===== src/stm_defines.svh =====
// Offsets, fields, reset values and limits of the torque-mode block
`ifndef STM_DEFINES_SVH
`define STM_DEFINES_SVH

// Register byte offsets
`define STM_REG_CTRL        8'h00
`define STM_REG_TQ_SCALE    8'h04
`define STM_REG_TQ_OFFSET   8'h08
`define STM_REG_TQ_LIMIT1   8'h0C
`define STM_REG_REACH_BAND  8'h10
`define STM_REG_ZERO_BAND   8'h14
`define STM_REG_STATUS      8'h18
`define STM_REG_IRQ_STAT    8'h1C
`define STM_REG_IRQ_MASK    8'h20
`define STM_REG_SLIM_BASE   8'h24
`define STM_REG_SLIM_LAST   8'h3C

// Control register fields
`define STM_CTRL_MODE_LSB   0
`define STM_CTRL_MODE_MSB   3
`define STM_CTRL_ABS_BIT    4
`define STM_CTRL_SP3_BIT    5
`define STM_CTRL_RST        6'h00

// Control-mode code for position/speed change mode
`define STM_MODE_POS_SPEED  4'h1

// Status and interrupt bit positions
`define STM_ST_REACHED      0
`define STM_ST_LIMITING     1
`define STM_ST_MODE_LSB     2
`define STM_ST_BLOCKED      4
`define STM_IRQ_REACHED     0
`define STM_IRQ_LIMITING    1
`define STM_IRQ_MODE_CHG    2
`define STM_IRQ_W           3

// Analog command full scale in millivolts and offset bound
`define STM_TQ_FULL_MV      17'sh01F40
`define STM_OFFSET_MAX_MV   16'sh03E7
`define STM_OFFSET_MIN_MV   16'shFC19

// Reset values of the parameters
`define STM_TQ_SCALE_RST    16'h03E8
`define STM_TQ_LIMIT1_RST   16'h03E8
`define STM_REACH_BAND_RST  16'h0032
`define STM_ZERO_BAND_RST   16'h0032
`define STM_SLIM_RST        16'h0000

`endif


===== src/stm_pkg.sv =====
// Types shared by the torque-mode selection block
package stm_pkg;
    typedef enum logic [1:0] {
        STM_POSITION,
        STM_SPEED,
        STM_TORQUE
    } stm_mode_e;

    typedef logic signed [15:0] stm_val_t;
endpackage : stm_pkg


===== src/stm_sel_if.sv =====
// Synchronised contacts and decoded selections passed from the decoder to the core
`timescale 1ns/1ns
interface stm_sel_if;
    logic       fwd;          // Synchronised forward torque select
    logic       rev;          // Synchronised reverse torque select
    logic       mode_change;  // Synchronised mode-change input
    logic       sp3_en;       // Third speed select in use
    logic [2:0] limit_src;    // 0 = analog cap, 1..7 = internal limit
    logic       dir_valid;    // Exactly one direction select is on
    logic       dir_ccw;      // Positive command gives CCW

    modport dec  (input sp3_en, output fwd, rev, mode_change, limit_src, dir_valid, dir_ccw);
    modport core (output sp3_en, input fwd, rev, mode_change, limit_src, dir_valid, dir_ccw);
endinterface : stm_sel_if


===== src/stm_torque_mode_top.sv =====
// Torque-mode control selection core with Wishbone registers and interrupt
//
// Our own choices: the address map and the Wishbone interface to the registers.
`timescale 1ns/1ns
`include "stm_defines.svh"

// How it works
// - Speed reached near selected speed command
// - Torque command full scale at 8 V
// - Equal selects or zero command: no torque
// - Signed offset within 999 mV added first
// - Torque capped by limit 1, analog cap ignored
// - Speed limit direction follows select inputs
// - Two selects: analog or limits 1-3
// - Three selects: analog or limits 1-7
// - Limiting flag when speed hits limit in torque mode
// - Code 0001 enters change mode, not absolute
// - Input off position, on speed control
// - Mode change accepted only at zero speed
// - Droop count cleared on change from position to speed control
// - Change at speed stays refused afterward
module stm_torque_mode_top (
    // Clock and reset
    input  wire logic              clk_i,
    input  wire logic              rst_i,
    // Wishbone slave
    input  wire logic              wb_cyc_i,
    input  wire logic              wb_stb_i,
    input  wire logic              wb_we_i,
    input  wire logic [7:0]        wb_adr_i,
    input  wire logic [3:0]        wb_sel_i,
    input  wire logic [31:0]       wb_dat_i,
    output logic      [31:0]       wb_dat_o,
    output logic                   wb_ack_o,
    // Contact inputs
    input  wire logic              fwd_torque_select_i,
    input  wire logic              rev_torque_select_i,
    input  wire logic              speed_sel0_i,
    input  wire logic              speed_sel1_i,
    input  wire logic              speed_sel2_i,
    input  wire logic              mode_change_input_i,
    // Digitised analog inputs and feedback (same clock)
    input  wire stm_pkg::stm_val_t analog_torque_cmd_i,
    input  wire stm_pkg::stm_val_t analog_speed_cap_i,
    input  wire stm_pkg::stm_val_t analog_torque_cap_i,
    input  wire stm_pkg::stm_val_t motor_speed_i,
    input  wire stm_pkg::stm_val_t pos_speed_cmd_i,
    // Control outputs
    output stm_pkg::stm_val_t      torque_cmd_o,
    output stm_pkg::stm_val_t      speed_cap_o,
    output logic [1:0]             ctrl_mode_o,
    output logic                   droop_clear_o,
    // Status contacts and interrupt
    output logic                   speed_reached_o,
    output logic                   limiting_speed_flag_o,
    output logic                   zero_speed_flag_o,
    output logic                   irq_o
);
    stm_sel_if sel ();

    logic [5:0]              ctrl;
    logic [15:0]             tq_scale;
    stm_pkg::stm_val_t       tq_offset;
    logic [15:0]             tq_limit1;
    logic [15:0]             reach_band;
    logic [15:0]             zero_band;
    logic [15:0]             slim [1:7];
    logic [`STM_IRQ_W-1:0]   irq_stat;
    logic [`STM_IRQ_W-1:0]   irq_mask;
    stm_pkg::stm_mode_e      mode;
    logic                    blocked;
    logic                    prev_change;
    logic                    prev_reached;
    logic                    prev_limiting;
    logic                    mode_event;
    logic                    wr_stb;
    logic [31:0]             next_dat;
    logic [15:0]             cap_mag;
    logic                    cap_ccw;
    stm_pkg::stm_val_t       next_torque;
    stm_pkg::stm_val_t       next_offset;
    stm_pkg::stm_val_t       target_speed;
    logic [16:0]             adj_mv;
    logic [33:0]             tq_prod;
    logic [16:0]             tq_raw;
    logic                    change_mode_on;

    // Magnitude of a signed value, saturating the most negative code
    function automatic logic [15:0] stm_abs(input stm_pkg::stm_val_t v);
        return (v == 16'sh8000) ? 16'h7FFF : (v[15] ? 16'(-v) : 16'(v));
    endfunction : stm_abs

    // Merge written bytes into an old register value
    function automatic logic [31:0] stm_merge(input logic [31:0] old, input logic [31:0] d,
                                              input logic [3:0] be);
        logic [31:0] r;
        r = old;
        for (int i = 0; i < 4; i++) begin
            if (be[i]) begin
                r[i*8 +: 8] = d[i*8 +: 8];
            end
        end
        return r;
    endfunction : stm_merge

    stm_contact_dec u_dec (
        .clk_i               (clk_i),
        .rst_i               (rst_i),
        .fwd_torque_select_i (fwd_torque_select_i),
        .rev_torque_select_i (rev_torque_select_i),
        .speed_sel0_i        (speed_sel0_i),
        .speed_sel1_i        (speed_sel1_i),
        .speed_sel2_i        (speed_sel2_i),
        .mode_change_input_i (mode_change_input_i),
        .sel                 (sel.dec)
    );

    assign sel.sp3_en     = ctrl[`STM_CTRL_SP3_BIT];
    // Absolute position detection locks the change mode out
    assign change_mode_on = (ctrl[`STM_CTRL_MODE_MSB:`STM_CTRL_MODE_LSB] == `STM_MODE_POS_SPEED)
                            && !ctrl[`STM_CTRL_ABS_BIT];

    // Bus handshake: one wait state, ack drops the cycle after it is given
    assign wr_stb = wb_cyc_i && wb_stb_i && wb_we_i && !wb_ack_o;
    assign next_offset = 16'(stm_merge(32'(tq_offset), wb_dat_i, wb_sel_i));
    always_ff @(posedge clk_i) begin
        if (rst_i) begin
            wb_ack_o <= 1'b0;
        end else begin
            wb_ack_o <= wb_cyc_i && wb_stb_i && !wb_ack_o;
        end
    end

    // Parameter registers
    always_ff @(posedge clk_i) begin
        if (rst_i) begin
            ctrl       <= `STM_CTRL_RST;
            tq_scale   <= `STM_TQ_SCALE_RST;
            tq_offset  <= 16'sh0000;
            tq_limit1  <= `STM_TQ_LIMIT1_RST;
            reach_band <= `STM_REACH_BAND_RST;
            zero_band  <= `STM_ZERO_BAND_RST;
            irq_mask   <= '0;
            for (int i = 1; i <= 7; i++) begin
                slim[i] <= `STM_SLIM_RST;
            end
        end else if (wr_stb) begin
            case (wb_adr_i)
                `STM_REG_CTRL:       ctrl <= 6'(stm_merge(32'(ctrl), wb_dat_i, wb_sel_i));
                `STM_REG_TQ_SCALE:   tq_scale <= 16'(stm_merge(32'(tq_scale), wb_dat_i, wb_sel_i));
                `STM_REG_TQ_OFFSET: begin
                    // Offset held inside its allowed span
                    if (next_offset > `STM_OFFSET_MAX_MV) begin
                        tq_offset <= `STM_OFFSET_MAX_MV;
                    end else if (next_offset < `STM_OFFSET_MIN_MV) begin
                        tq_offset <= `STM_OFFSET_MIN_MV;
                    end else begin
                        tq_offset <= next_offset;
                    end
                end
                `STM_REG_TQ_LIMIT1:  tq_limit1 <= 16'(stm_merge(32'(tq_limit1), wb_dat_i, wb_sel_i));
                `STM_REG_REACH_BAND: reach_band <= 16'(stm_merge(32'(reach_band), wb_dat_i, wb_sel_i));
                `STM_REG_ZERO_BAND:  zero_band <= 16'(stm_merge(32'(zero_band), wb_dat_i, wb_sel_i));
                `STM_REG_IRQ_MASK:   irq_mask <= `STM_IRQ_W'(wb_dat_i);
                default: begin
                    if (wb_adr_i >= `STM_REG_SLIM_BASE && wb_adr_i <= `STM_REG_SLIM_LAST
                        && wb_adr_i[1:0] == 2'b00) begin
                        slim[3'((wb_adr_i - `STM_REG_SLIM_BASE) >> 2) + 3'h1] <=
                            16'(stm_merge(32'(slim[3'((wb_adr_i - `STM_REG_SLIM_BASE) >> 2)
                                                   + 3'h1]), wb_dat_i, wb_sel_i));
                    end
                end
            endcase
        end
    end

    // Read mux; unmapped offsets answer zero
    always_comb begin
        next_dat = 32'h0000_0000;
        case (wb_adr_i)
            `STM_REG_CTRL:       next_dat = 32'(ctrl);
            `STM_REG_TQ_SCALE:   next_dat = 32'(tq_scale);
            `STM_REG_TQ_OFFSET:  next_dat = {{16{tq_offset[15]}}, tq_offset};
            `STM_REG_TQ_LIMIT1:  next_dat = 32'(tq_limit1);
            `STM_REG_REACH_BAND: next_dat = 32'(reach_band);
            `STM_REG_ZERO_BAND:  next_dat = 32'(zero_band);
            `STM_REG_STATUS:     next_dat = 32'({blocked, 2'(mode), limiting_speed_flag_o,
                                                 speed_reached_o});
            `STM_REG_IRQ_STAT:   next_dat = 32'(irq_stat);
            `STM_REG_IRQ_MASK:   next_dat = 32'(irq_mask);
            default: begin
                if (wb_adr_i >= `STM_REG_SLIM_BASE && wb_adr_i <= `STM_REG_SLIM_LAST
                    && wb_adr_i[1:0] == 2'b00) begin
                    next_dat = 32'(slim[3'((wb_adr_i - `STM_REG_SLIM_BASE) >> 2) + 3'h1]);
                end
            end
        endcase
    end

    always_ff @(posedge clk_i) begin
        if (rst_i) begin
            wb_dat_o <= 32'h0000_0000;
        end else if (wb_cyc_i && wb_stb_i && !wb_ack_o) begin
            wb_dat_o <= next_dat;
        end
    end

    // Speed limit source and direction
    always_comb begin
        if (sel.limit_src == 3'h0) begin
            cap_mag = stm_abs(analog_speed_cap_i);
            cap_ccw = sel.dir_ccw ^ analog_speed_cap_i[15];
        end else begin
            cap_mag = slim[sel.limit_src];
            cap_ccw = sel.dir_ccw;
        end
    end

    // Torque path: offset, scale to full torque at 8 V, cap by limit 1, direction
    always_comb begin
        adj_mv  = 17'(analog_torque_cmd_i) + 17'(tq_offset);
        tq_prod = 34'(signed'(adj_mv)) * 34'(signed'({1'b0, tq_scale}));
        tq_raw  = 17'(signed'(tq_prod) / 34'(signed'(`STM_TQ_FULL_MV)));
        // The analog torque cap input is deliberately unused here
        if (signed'(tq_raw) > signed'({1'b0, tq_limit1})) begin
            next_torque = 16'(tq_limit1);
        end else if (signed'(tq_raw) < -signed'({1'b0, tq_limit1})) begin
            next_torque = 16'(-signed'({1'b0, tq_limit1}));
        end else begin
            next_torque = 16'(tq_raw);
        end
        if (!sel.dir_valid || adj_mv == 17'h00000) begin
            next_torque = 16'sh0000;
        end else if (!sel.dir_ccw) begin
            next_torque = 16'(-next_torque);
        end
        target_speed = cap_ccw ? signed'(cap_mag) : 16'(-signed'(cap_mag));
        if (mode == stm_pkg::STM_POSITION || mode == stm_pkg::STM_SPEED) begin
            target_speed = pos_speed_cmd_i;
        end
    end

    // Registered data outputs and status contacts
    always_ff @(posedge clk_i) begin
        if (rst_i) begin
            torque_cmd_o          <= 16'sh0000;
            speed_cap_o           <= 16'sh0000;
            speed_reached_o       <= 1'b0;
            limiting_speed_flag_o <= 1'b0;
            zero_speed_flag_o     <= 1'b1;
        end else begin
            torque_cmd_o          <= (mode == stm_pkg::STM_TORQUE) ? next_torque : 16'sh0000;
            speed_cap_o           <= target_speed;
            speed_reached_o       <= stm_abs(16'(motor_speed_i - target_speed)) <= reach_band;
            limiting_speed_flag_o <= (mode == stm_pkg::STM_TORQUE)
                                     && (stm_abs(motor_speed_i) >= cap_mag);
            zero_speed_flag_o     <= stm_abs(motor_speed_i) <= zero_band;
        end
    end

    // Control mode; a change made away from zero speed stays refused until undone
    always_ff @(posedge clk_i) begin
        if (rst_i) begin
            mode          <= stm_pkg::STM_TORQUE;
            blocked       <= 1'b0;
            prev_change   <= 1'b0;
            droop_clear_o <= 1'b0;
            mode_event    <= 1'b0;
        end else begin
            prev_change   <= sel.mode_change;
            droop_clear_o <= 1'b0;
            mode_event    <= 1'b0;
            if (!change_mode_on) begin
                mode    <= stm_pkg::STM_TORQUE;
                blocked <= 1'b0;
            end else if (mode == stm_pkg::STM_TORQUE) begin
                mode <= sel.mode_change ? stm_pkg::STM_SPEED : stm_pkg::STM_POSITION;
            end else if (sel.mode_change != prev_change && !zero_speed_flag_o) begin
                blocked <= !blocked;
            end else if (sel.mode_change != prev_change && zero_speed_flag_o && !blocked) begin
                mode       <= sel.mode_change ? stm_pkg::STM_SPEED : stm_pkg::STM_POSITION;
                mode_event <= 1'b1;
                if (sel.mode_change) begin
                    droop_clear_o <= 1'b1;
                end
            end else if (sel.mode_change != prev_change) begin
                blocked <= 1'b0;
            end
        end
    end

    // Sticky events; a new event wins over a write-one clear
    always_ff @(posedge clk_i) begin
        if (rst_i) begin
            irq_stat      <= '0;
            prev_reached  <= 1'b0;
            prev_limiting <= 1'b0;
        end else begin
            prev_reached  <= speed_reached_o;
            prev_limiting <= limiting_speed_flag_o;
            irq_stat <= (irq_stat & ~((wr_stb && wb_adr_i == `STM_REG_IRQ_STAT && wb_sel_i[0])
                                      ? `STM_IRQ_W'(wb_dat_i) : `STM_IRQ_W'(0)))
                        | {mode_event, limiting_speed_flag_o & ~prev_limiting,
                           speed_reached_o & ~prev_reached};
        end
    end

    assign irq_o       = |(irq_stat & irq_mask);
    assign ctrl_mode_o = 2'(mode);
endmodule : stm_torque_mode_top


===== src/stm_contact_dec.sv =====
// Contact input synchroniser and select decoder
`timescale 1ns/1ns
module stm_contact_dec (
    // Clock and reset
    input  wire logic clk_i,
    input  wire logic rst_i,
    // Contact pins
    input  wire logic fwd_torque_select_i,
    input  wire logic rev_torque_select_i,
    input  wire logic speed_sel0_i,
    input  wire logic speed_sel1_i,
    input  wire logic speed_sel2_i,
    input  wire logic mode_change_input_i,
    // Decoded selections
    stm_sel_if.dec    sel
);
    logic [5:0] meta;
    logic [5:0] sync;

    // Two flops per contact; only the second stage is looked at
    always_ff @(posedge clk_i) begin
        if (rst_i) begin
            meta <= 6'h00;
            sync <= 6'h00;
        end else begin
            meta <= {mode_change_input_i, speed_sel2_i, speed_sel1_i, speed_sel0_i,
                     rev_torque_select_i, fwd_torque_select_i};
            sync <= meta;
        end
    end

    // Selection decode from registered copies only
    always_comb begin
        sel.fwd         = sync[0];
        sel.rev         = sync[1];
        sel.mode_change = sync[5];
        sel.dir_valid   = sync[0] ^ sync[1];
        sel.dir_ccw     = sync[0] & ~sync[1];
        // Third select is ignored unless assigned, so a floating pin cannot move the limit
        if (sel.sp3_en) begin
            sel.limit_src = sync[4:2];
        end else begin
            sel.limit_src = {1'b0, sync[3:2]};
        end
    end
endmodule : stm_contact_dec


===== config.mk =====
export PLATFORM = sky130hd
export DESIGN_NAME = stm_torque_mode_top
export DESIGN_NICKNAME = d
export VERILOG_FILES = /design/src/stm_pkg.sv /design/src/stm_sel_if.sv /design/src/stm_torque_mode_top.sv /design/src/stm_contact_dec.sv
export VERILOG_INCLUDE_DIRS = /design/src
export SDC_FILE = /design/constraint.sdc
export NUM_CORES = 2
export LEC_CHECK = 0
export BUFFER_PORTS_ARGS = -buffer_cell sky130_fd_sc_hd__clkbuf_2
export CAP_MARGIN = 0
export CORE_MARGIN = 5
export CORE_UTILIZATION = 50
export CTS_CLUSTER_SIZE = 30
export DETAILED_ROUTE_END_ITERATION = 16
export GPL_TIMING_DRIVEN = 0
export PLACE_DENSITY_LB_ADDON = 0.3
export RECOVER_POWER = 25
export SYNTH_ARGS = -nofsm -noshare
export SYNTH_HDL_FRONTEND = slang
export SYNTH_SLANG_ARGS = --single-unit

===== constraint.sdc =====
create_clock -name clk_i -period 59.5 [get_ports clk_i]
set_input_delay 5.95 -clock clk_i [delete_from_list [all_inputs] [get_ports clk_i]]
set_output_delay 5.95 -clock clk_i [all_outputs]
set_load 0.05 [all_outputs]

* After elaboration in Yosys (flattened, before gate mapping) *
Memory sizes are Yosys's and may differ from the RTL's.
Index checks and enable logic that the tools add are counted.

operators by class
  divide/modulo/power cells = 1
  magnitude comparators = 9
  multipliers = 1
  add/sub/neg operators = 10
  bitwise operators = 15
  equal/unequal tests = 17
  reduce and logical (&&, ||, !) cells = 47
  mux-type cells = 50

operators with widths
  operator                                                                            count
  32-bit case mux with 9 select lines                                                 1
  16-bit 2-to-1 mux                                                                   16
  8-bit 2-to-1 mux                                                                    12
  16-bit negator                                                                      5
  16-bit == test (second input constant)                                              3
  34-bit by 14-bit divider with 34-bit output (second input constant)                 1
  17-bit by 17-bit multiplier with 34-bit output                                      1
  8-bit by 5-bit == test with 1-bit output (second input constant)                    4
  16-bit <= comparator                                                                2
  3-bit AND reduction                                                                 10
  16-bit by 16-bit adder with 17-bit output                                           1
  17-bit greater-than comparator                                                      1
  17-bit zero test                                                                    1
  17-bit less-than comparator                                                         1
  16-bit negator with 17-bit output                                                   1
  8-bit by 4-bit == test with 1-bit output (second input constant)                    2
  16-bit greater-or-equal comparator                                                  1
  16-bit by 11-bit greater-than comparator with 1-bit output (second input constant)  1
  16-bit by 11-bit less-than comparator with 1-bit output (second input constant)     1
  16-bit OR reduction                                                                 1
  16-bit subtractor                                                                   1
  1-bit 2-to-1 mux                                                                    15
  1-bit logical AND                                                                   13
  3-bit 2-to-1 mux                                                                    3
  other kinds (30)                                                                    52

storage, ports and cells
  register bits after elaboration = 180
  bits of input ports = 135
  memories = 1
  output and inout port bits = 72
  bits in writable memories = 112
  word-level logic and storage cells = 179

memory list
  name  depth  width  read ports  clocked after memory_dff  write ports  line                       source
  slim  7      16     2           0                         7            stm_torque_mode_top.sv:67  logic [15:0] slim [1:7];

* Longest topological paths before layout *
  depth in word-level cells = 12
  depth in mapped cells = 133
  depth with buffers taken out = 117

* Cells and area by module *
A second synthesis with hierarchy kept.

second synthesis, totals
  cell total of the unflattened synthesis = 4503
  area total of the unflattened synthesis = 38251.7 µm²

by module, submodules not included
  module               instances  cells an instance  area an instance (µm²)  seq. area each (µm²)
  stm_torque_mode_top  1          4472               37843.8                 6906.6
  stm_contact_dec      1          31                 407.9                   240.2

* Worst setup path before layout *
No wires, ideal clock.

  path kind = in2reg
  start = in analog_torque_cmd_i[0]
  end = reg torque_cmd_o[10]
  arrival = 32.740 ns
  required time = 59.375 ns
  path slack = 26.636 ns
  setup time = 0.125 ns
  buffers on the path = 7
  stages = 116
  cells stage by stage = ha_1 > inv_1 > fa_1 > inv_1 > a21oi_1 > o21bai_1 > a21oi_1 > o21bai_1 > a21oi_1 > o21bai_1 > a21oi_1 > nor2_1 > nor2_1 > nor2b_1 > o21ai_0 > nand2b_1 > a21oi_1 > o21bai_1 > (+80 left out) > o31ai_1 > a31oi_1 > xnor2_1 > ha_1 > a21o_1 > a21o_1 > a2111oi_0 > o31ai_1 > o211a_1 > a21o_1 > and2b_1 > mux2i_1 > ha_1 > nand4b_1 > or3_1 > o31ai_1 > xnor2_1 > nor2_1

between the ends
  longest elaborated chain between the ends = 8
  elaborated cells on any way between the ends = 12
  classes of those cells = add/sub: 2; mul: 1; div: 1; order compare: 2; mux: 3; reduce/logical: 3

RTL lines
  element                                         line                        source
  from (decl)                                     stm_torque_mode_top.sv:43   input wire stm_pkg::stm_val_t analog_torque_cmd_i,
  16-bit by 16-bit adder with 17-bit output (*)   stm_torque_mode_top.sv:221  adj_mv = 17'(analog_torque_cmd_i) + 17'(tq_offset);
  17-bit by 17-bit multiplier with 34-bit output  stm_torque_mode_top.sv:222  tq_prod = 34'(signed'(adj_mv)) * 34'(signed'({1'b0, tq_scale}));
  34-bit by 14-bit divider with 34-bit output     stm_torque_mode_top.sv:223  tq_raw = 17'(signed'(tq_prod) / 34'(signed'(`STM_TQ_FULL_MV)));
  17-bit less-than comparator                     stm_torque_mode_top.sv:227  end else if (signed'(tq_raw) < -signed'({1'b0, tq_limit1})) begin
  16-bit 2-to-1 mux                               stm_torque_mode_top.sv:227
  16-bit 2-to-1 mux                               stm_torque_mode_top.sv:225  if (signed'(tq_raw) > signed'({1'b0, tq_limit1})) begin
  16-bit negator                                  stm_torque_mode_top.sv:235  next_torque = 16'(-next_torque);
  16-bit 2-to-1 mux                               stm_torque_mode_top.sv:234  end else if (!sel.dir_ccw) begin
  to (signal assigned)                            stm_torque_mode_top.sv:252  torque_cmd_o <= (mode == stm_pkg::STM_TORQUE) ? next_torque : 16'sh0000;
  to (decl)                                       stm_torque_mode_top.sv:49   output stm_pkg::stm_val_t torque_cmd_o,

Every way passes the cells marked *; elsewhere a longest branch is shown, timed or not.
A chain may end at the register's enable or synchronous reset.

* Worst setup path after layout *
  start = in analog_torque_cmd_i[0]
  end = reg torque_cmd_o[13]

Same word-level chain as after synthesis.

==> Flow_metrics.wiki <==
{| class="wikitable"
! Metric !! Value
|-
| Result of the run || finished, final reports clean
|-
| Post-synthesis instance area || 38,300 sq um
|-
| Vias post-DR || 35,500
|-
| Endpoint with the worst hold slack || u_dec.sync[4]$_SDFF_PP0_
|-
| Crit Reg-Reg Startpoint || tq_offset[0]$_SDFFE_PP0P_
|-
| Unrepaired setup endpoints after global routing || false
|-
| X dimension of the die || 287 um
|-
| Cell depth of the worst hold path || 1
|-
| Data required time of the critical path || 59.89 ns
|-
| Fraction of registers with async set/reset || 0%
|-
| Core Area || 75,900 sq um
|-
| Busiest layer in global routing || met2
|-
| Yosys warnings || 0
|-
| Post-cts resize count || 0
|-
| Pin count of the biggest net entering global routing || 18
|-
| DRC violation total after the first TritonRoute iteration || 3,467
|-
| Clock network latency to the later pin of the worst-skew pair || 0.55 ns
|-
| Half-perimeter wire length after placement || 98.7 mm
|-
| Wire length after detailed routing || 124 mm
|-
| Number of buffers added by the clock tree synthesis step || 34
|-
| Post-synthesis sequential element count || 293
|-
| 1st-pass router iterations || 7
|-
| Max Cap Violations || 0
|-
| Root Buffer Master || sky130_fd_sc_hd__clkbuf_16
|-
| Stage delay of the slowest cell on the critical path || 0.78 ns
|-
| Total congestion overflow after global routing || 0
|-
| Number of cell rows || approximately 100
|-
| Pin slew with the least headroom to its limit || 1.22 ns
|-
| RD Place Congestion || approximately 1
|-
| Fraction of layout cells with a size suffix above 1 || 9.19%
|-
| Met1 track demand over resource || 38.3%
|-
| Die outline area || ~82,000 sq um
|-
| Die height || 287 um
|-
| Most common library cell in the layout ignoring fill and taps || sky130_fd_sc_hd__inv_1
|-
| Avg Inst Size Synth || between 8 and 9 sq um
|-
| Post-synthesis sequential area ratio || 18.6%
|-
| FF-to-FF path depth || 118
|-
| Most used cells in the layout excluding fill and tap cells || 493 x sky130_fd_sc_hd__inv_1, 488 x sky130_fd_sc_hd__nand2_1, 387 x sky130_fd_sc_hd__nor2_1, 273 x sky130_fd_sc_hd__fa_1, 235 x sky130_fd_sc_hd__a21oi_1
|-
| Classification of the worst setup path || in2reg
|-
| Register clock-pin slew on the reported worst setup and hold paths || approximately 0.060 ns
|-
| Initial antenna violation count || 5
|-
| Crit path time final || 38.37 ns
|-
| Final hold violation count || 0
|-
| Worst hold path startpoint || u_dec.meta[4]$_SDFF_PP0_
|-
| Data arrival time at the worst-slack endpoint || 38.76 ns
|-
| Number of top-level pins || 207
|-
| M3 GR Usage || under 10%
|-
| Worst Hold Class || reg2reg
|-
| Element type at the critical path end || flop
|-
| Count of placed standard cells including taps || 5,787
|-
| Post-CTS Setup Repair Bufs || 0
|-
| CTS tree || done
|-
| Longest Clk Path Bufs || 3
|-
| Capture instance of the worst register-to-register path || torque_cmd_o[13]$_SDFF_PP0_
|-
| Most used DFF post-synth || sky130_fd_sc_hd__dfxtp_1
|-
| Setup slack on the worst flop-to-flop path || 26.24 ns
|-
| Routed WL per cell || 21.2 um
|-
| Kind of launch point of the worst setup path || input port
|-
| Overall global routing resource usage || 29.1%
|-
| Pins Over Slew Limit || 0
|-
| Avg Vias per Cell || between 6 and 7
|-
| Via count of the first global-routing pass || between 30,000 and 40,000
|-
| Post-synth cell types || 149
|-
| Maximum achievable frequency || ~26 MHz
|-
| Initial Utilization || 50.5%
|-
| Dominant cell type by count on the critical path || sky130_fd_sc_hd__a21oi_1
|-
| Buffers added on ports || 165
|-
| Cell with the largest stage delay on the worst path || sky130_fd_sc_hd__o21ai_1
|-
| Final Net Count || 5,413
|-
| Final total negative setup slack || 0 ns
|-
| Final cycle utilization of the critical path || 64.5%
|-
| Number of flops mapped to enable cells by yosys || 128
|-
| CTS H-Tree Depth || 2
|-
| Final setup viols || 0
|-
| First-pass GRT wire length || 192 mm
|-
| Setup clock skew after layout || 0.0274 ns
|-
| Grt met2 use || 47.7%
|-
| Final non-filler cell total || between 5,000 and 6,000
|-
| Antenna Nets Post-Route || 0
|-
| Number of remaining DRC errors || 0
|-
| Gate Count Post-Synth || 4,588
|-
| Sink count of the clock tree || 293
|-
| Headroom to the max-slew limit || 18.6%
|-
| # hold bufs at CTS || 0
|-
| Maximum fanout along the worst path || 10
|-
| Synthesized Nets || 5,208
|-
| Area growth, synth to finish || 8.31%
|}
layer usage:
layer  part of all wire (%)  vias up
met2                     46     1687
met1                     40    17000
met5                 0.0089        -
li1                       -    16500
met3                    9.1      340
met4                    5.2        2
synth_stat cells (17+ instances only):
master / number / share of area [%]
sky130_fd_sc_hd__inv_1: 493 / 4.8
sky130_fd_sc_hd__nand2_1: 488 / 4.8
sky130_fd_sc_hd__nor2_1: 387 / 3.8
sky130_fd_sc_hd__fa_1: 273 / 14
sky130_fd_sc_hd__a21oi_1: 235 / 3.1
sky130_fd_sc_hd__ha_1: 212 / 6.9
sky130_fd_sc_hd__and2_1: 168 / 2.7
sky130_fd_sc_hd__o21ai_0: 167 / 2.2
sky130_fd_sc_hd__dfxtp_1: 165 / 8.6
sky130_fd_sc_hd__clkbuf_1: 150 / 1.5
sky130_fd_sc_hd__xnor2_1: 149 / 3.4
sky130_fd_sc_hd__edfxtp_1: 128 / 10
sky130_fd_sc_hd__nand3_1: 121 / 1.6
sky130_fd_sc_hd__nor3_1: 87 / 1.1
sky130_fd_sc_hd__xor2_1: 87 / 2.0
sky130_fd_sc_hd__mux2i_1: 68 / 1.8
sky130_fd_sc_hd__a21o_1: 63 / 1.2
sky130_fd_sc_hd__nor2b_1: 54 / 0.88
sky130_fd_sc_hd__nand2b_1: 50 / 0.82
sky130_fd_sc_hd__mux4_2: 48 / 2.8
sky130_fd_sc_hd__nand4_1: 43 / 0.70
sky130_fd_sc_hd__o211ai_1: 42 / 0.82
sky130_fd_sc_hd__mux2_2: 41 / 1.2
sky130_fd_sc_hd__a31oi_1: 38 / 0.62
sky130_fd_sc_hd__and3_1: 37 / 0.60
sky130_fd_sc_hd__or3_1: 37 / 0.60
sky130_fd_sc_hd__a221oi_1: 36 / 0.82
sky130_fd_sc_hd__buf_4: 34 / 0.67
sky130_fd_sc_hd__a211oi_1: 31 / 0.61
sky130_fd_sc_hd__o21ai_1: 31 / 0.40
sky130_fd_sc_hd__o21a_1: 27 / 0.53
sky130_fd_sc_hd__nor4_1: 24 / 0.39
sky130_fd_sc_hd__o31ai_1: 24 / 0.47
sky130_fd_sc_hd__a22o_1: 22 / 0.50
sky130_fd_sc_hd__o21bai_1: 22 / 0.43
sky130_fd_sc_hd__a211o_1: 21 / 0.48
sky130_fd_sc_hd__a22oi_1: 21 / 0.41
sky130_fd_sc_hd__buf_2: 20 / 0.26
sky130_fd_sc_hd__nand3b_1: 19 / 0.37
sky130_fd_sc_hd__a311oi_1: 18 / 0.41
sky130_fd_sc_hd__buf_1: 17 / 0.17
sky130_fd_sc_hd__or4_1: 17 / 0.33
how the worst max path moves through the flow:
stage               cells past startpoint  slack (ns)              startpoint                          end
floorplan                             116       26.64  analog_torque_cmd_i[0]  torque_cmd_o[10]$_SDFF_PP0_
global placement                      119       21.65  analog_torque_cmd_i[0]  torque_cmd_o[13]$_SDFF_PP0_
detailed placement                    120       21.11  analog_torque_cmd_i[0]  torque_cmd_o[13]$_SDFF_PP0_
CTS                                   120       21.58  analog_torque_cmd_i[0]  torque_cmd_o[13]$_SDFF_PP0_
global route                          122       18.62  analog_torque_cmd_i[0]  torque_cmd_o[13]$_SDFF_PP0_
finish                                119       21.13  analog_torque_cmd_i[0]  torque_cmd_o[13]$_SDFF_PP0_
registers in the layout (all words and copies together) (netlist names), 2 cells and up:
name	count
slim	128
wb_dat_o	17
reach_band	16
speed_cap_o	16
torque_cmd_o	16
tq_limit1	16
tq_offset	16
tq_scale	16
zero_band	16
ctrl	6
u_dec.meta	6
u_dec.sync	6
irq_mask	3
irq_stat	3
ctrl_mode_o	2
cell type report:
cell class	instances	area (sq um)
clock buffers	46	937
well taps	1030	1290
inverters	493	1850
diodes	4	10.0
fillers	7137	34400
repair buffers	169	771
flip-flops and latches	293	7150
multi-input cells	3555	28100
plain buffers	247	1260
clock inverters	16	163
cell families (layout without fill, tap and decap cells):
kind of cell,after synthesis,after routing,synth area share (%)
adder cells (fa/ha/maj),487,487,21.2
XOR/XNOR,244,244,5.76
other,0,4,0
AO/OA/AOI/OAI,1032,1032,19.2
flip-flops,293,293,18.6
buffers and inverters,740,971,8.10
multiplexers,167,167,6.18
AND/OR/NAND/NOR,1625,1625,20.8
worst max-delay path, delay by kind of cell:
family          cells  cell delay, ns
compound gates     63           16.62
xor+xnor            9            3.68
fa+ha+maj          10            4.19
buf+inv            21            3.94
mux                 4            1.63
simple gates       12            2.70
through the flow:
step                setup slack (ns)  instance area [sq um]  util [%]  hold slack, ns
CTS                            21.58                  41600      54.8           0.441
floorplan                      26.64                  38300         -           0.413
detailed placement             21.11                  40500      53.3           0.428
global placement               21.65                  40400      53.3           0.416
global route                   18.62                  41500      54.7           0.450
finish                         21.13                  41500      54.7           0.439
Power is not shown: default switching activity piles up to over one toggle a cycle in this logic, so the estimate is an artifact.
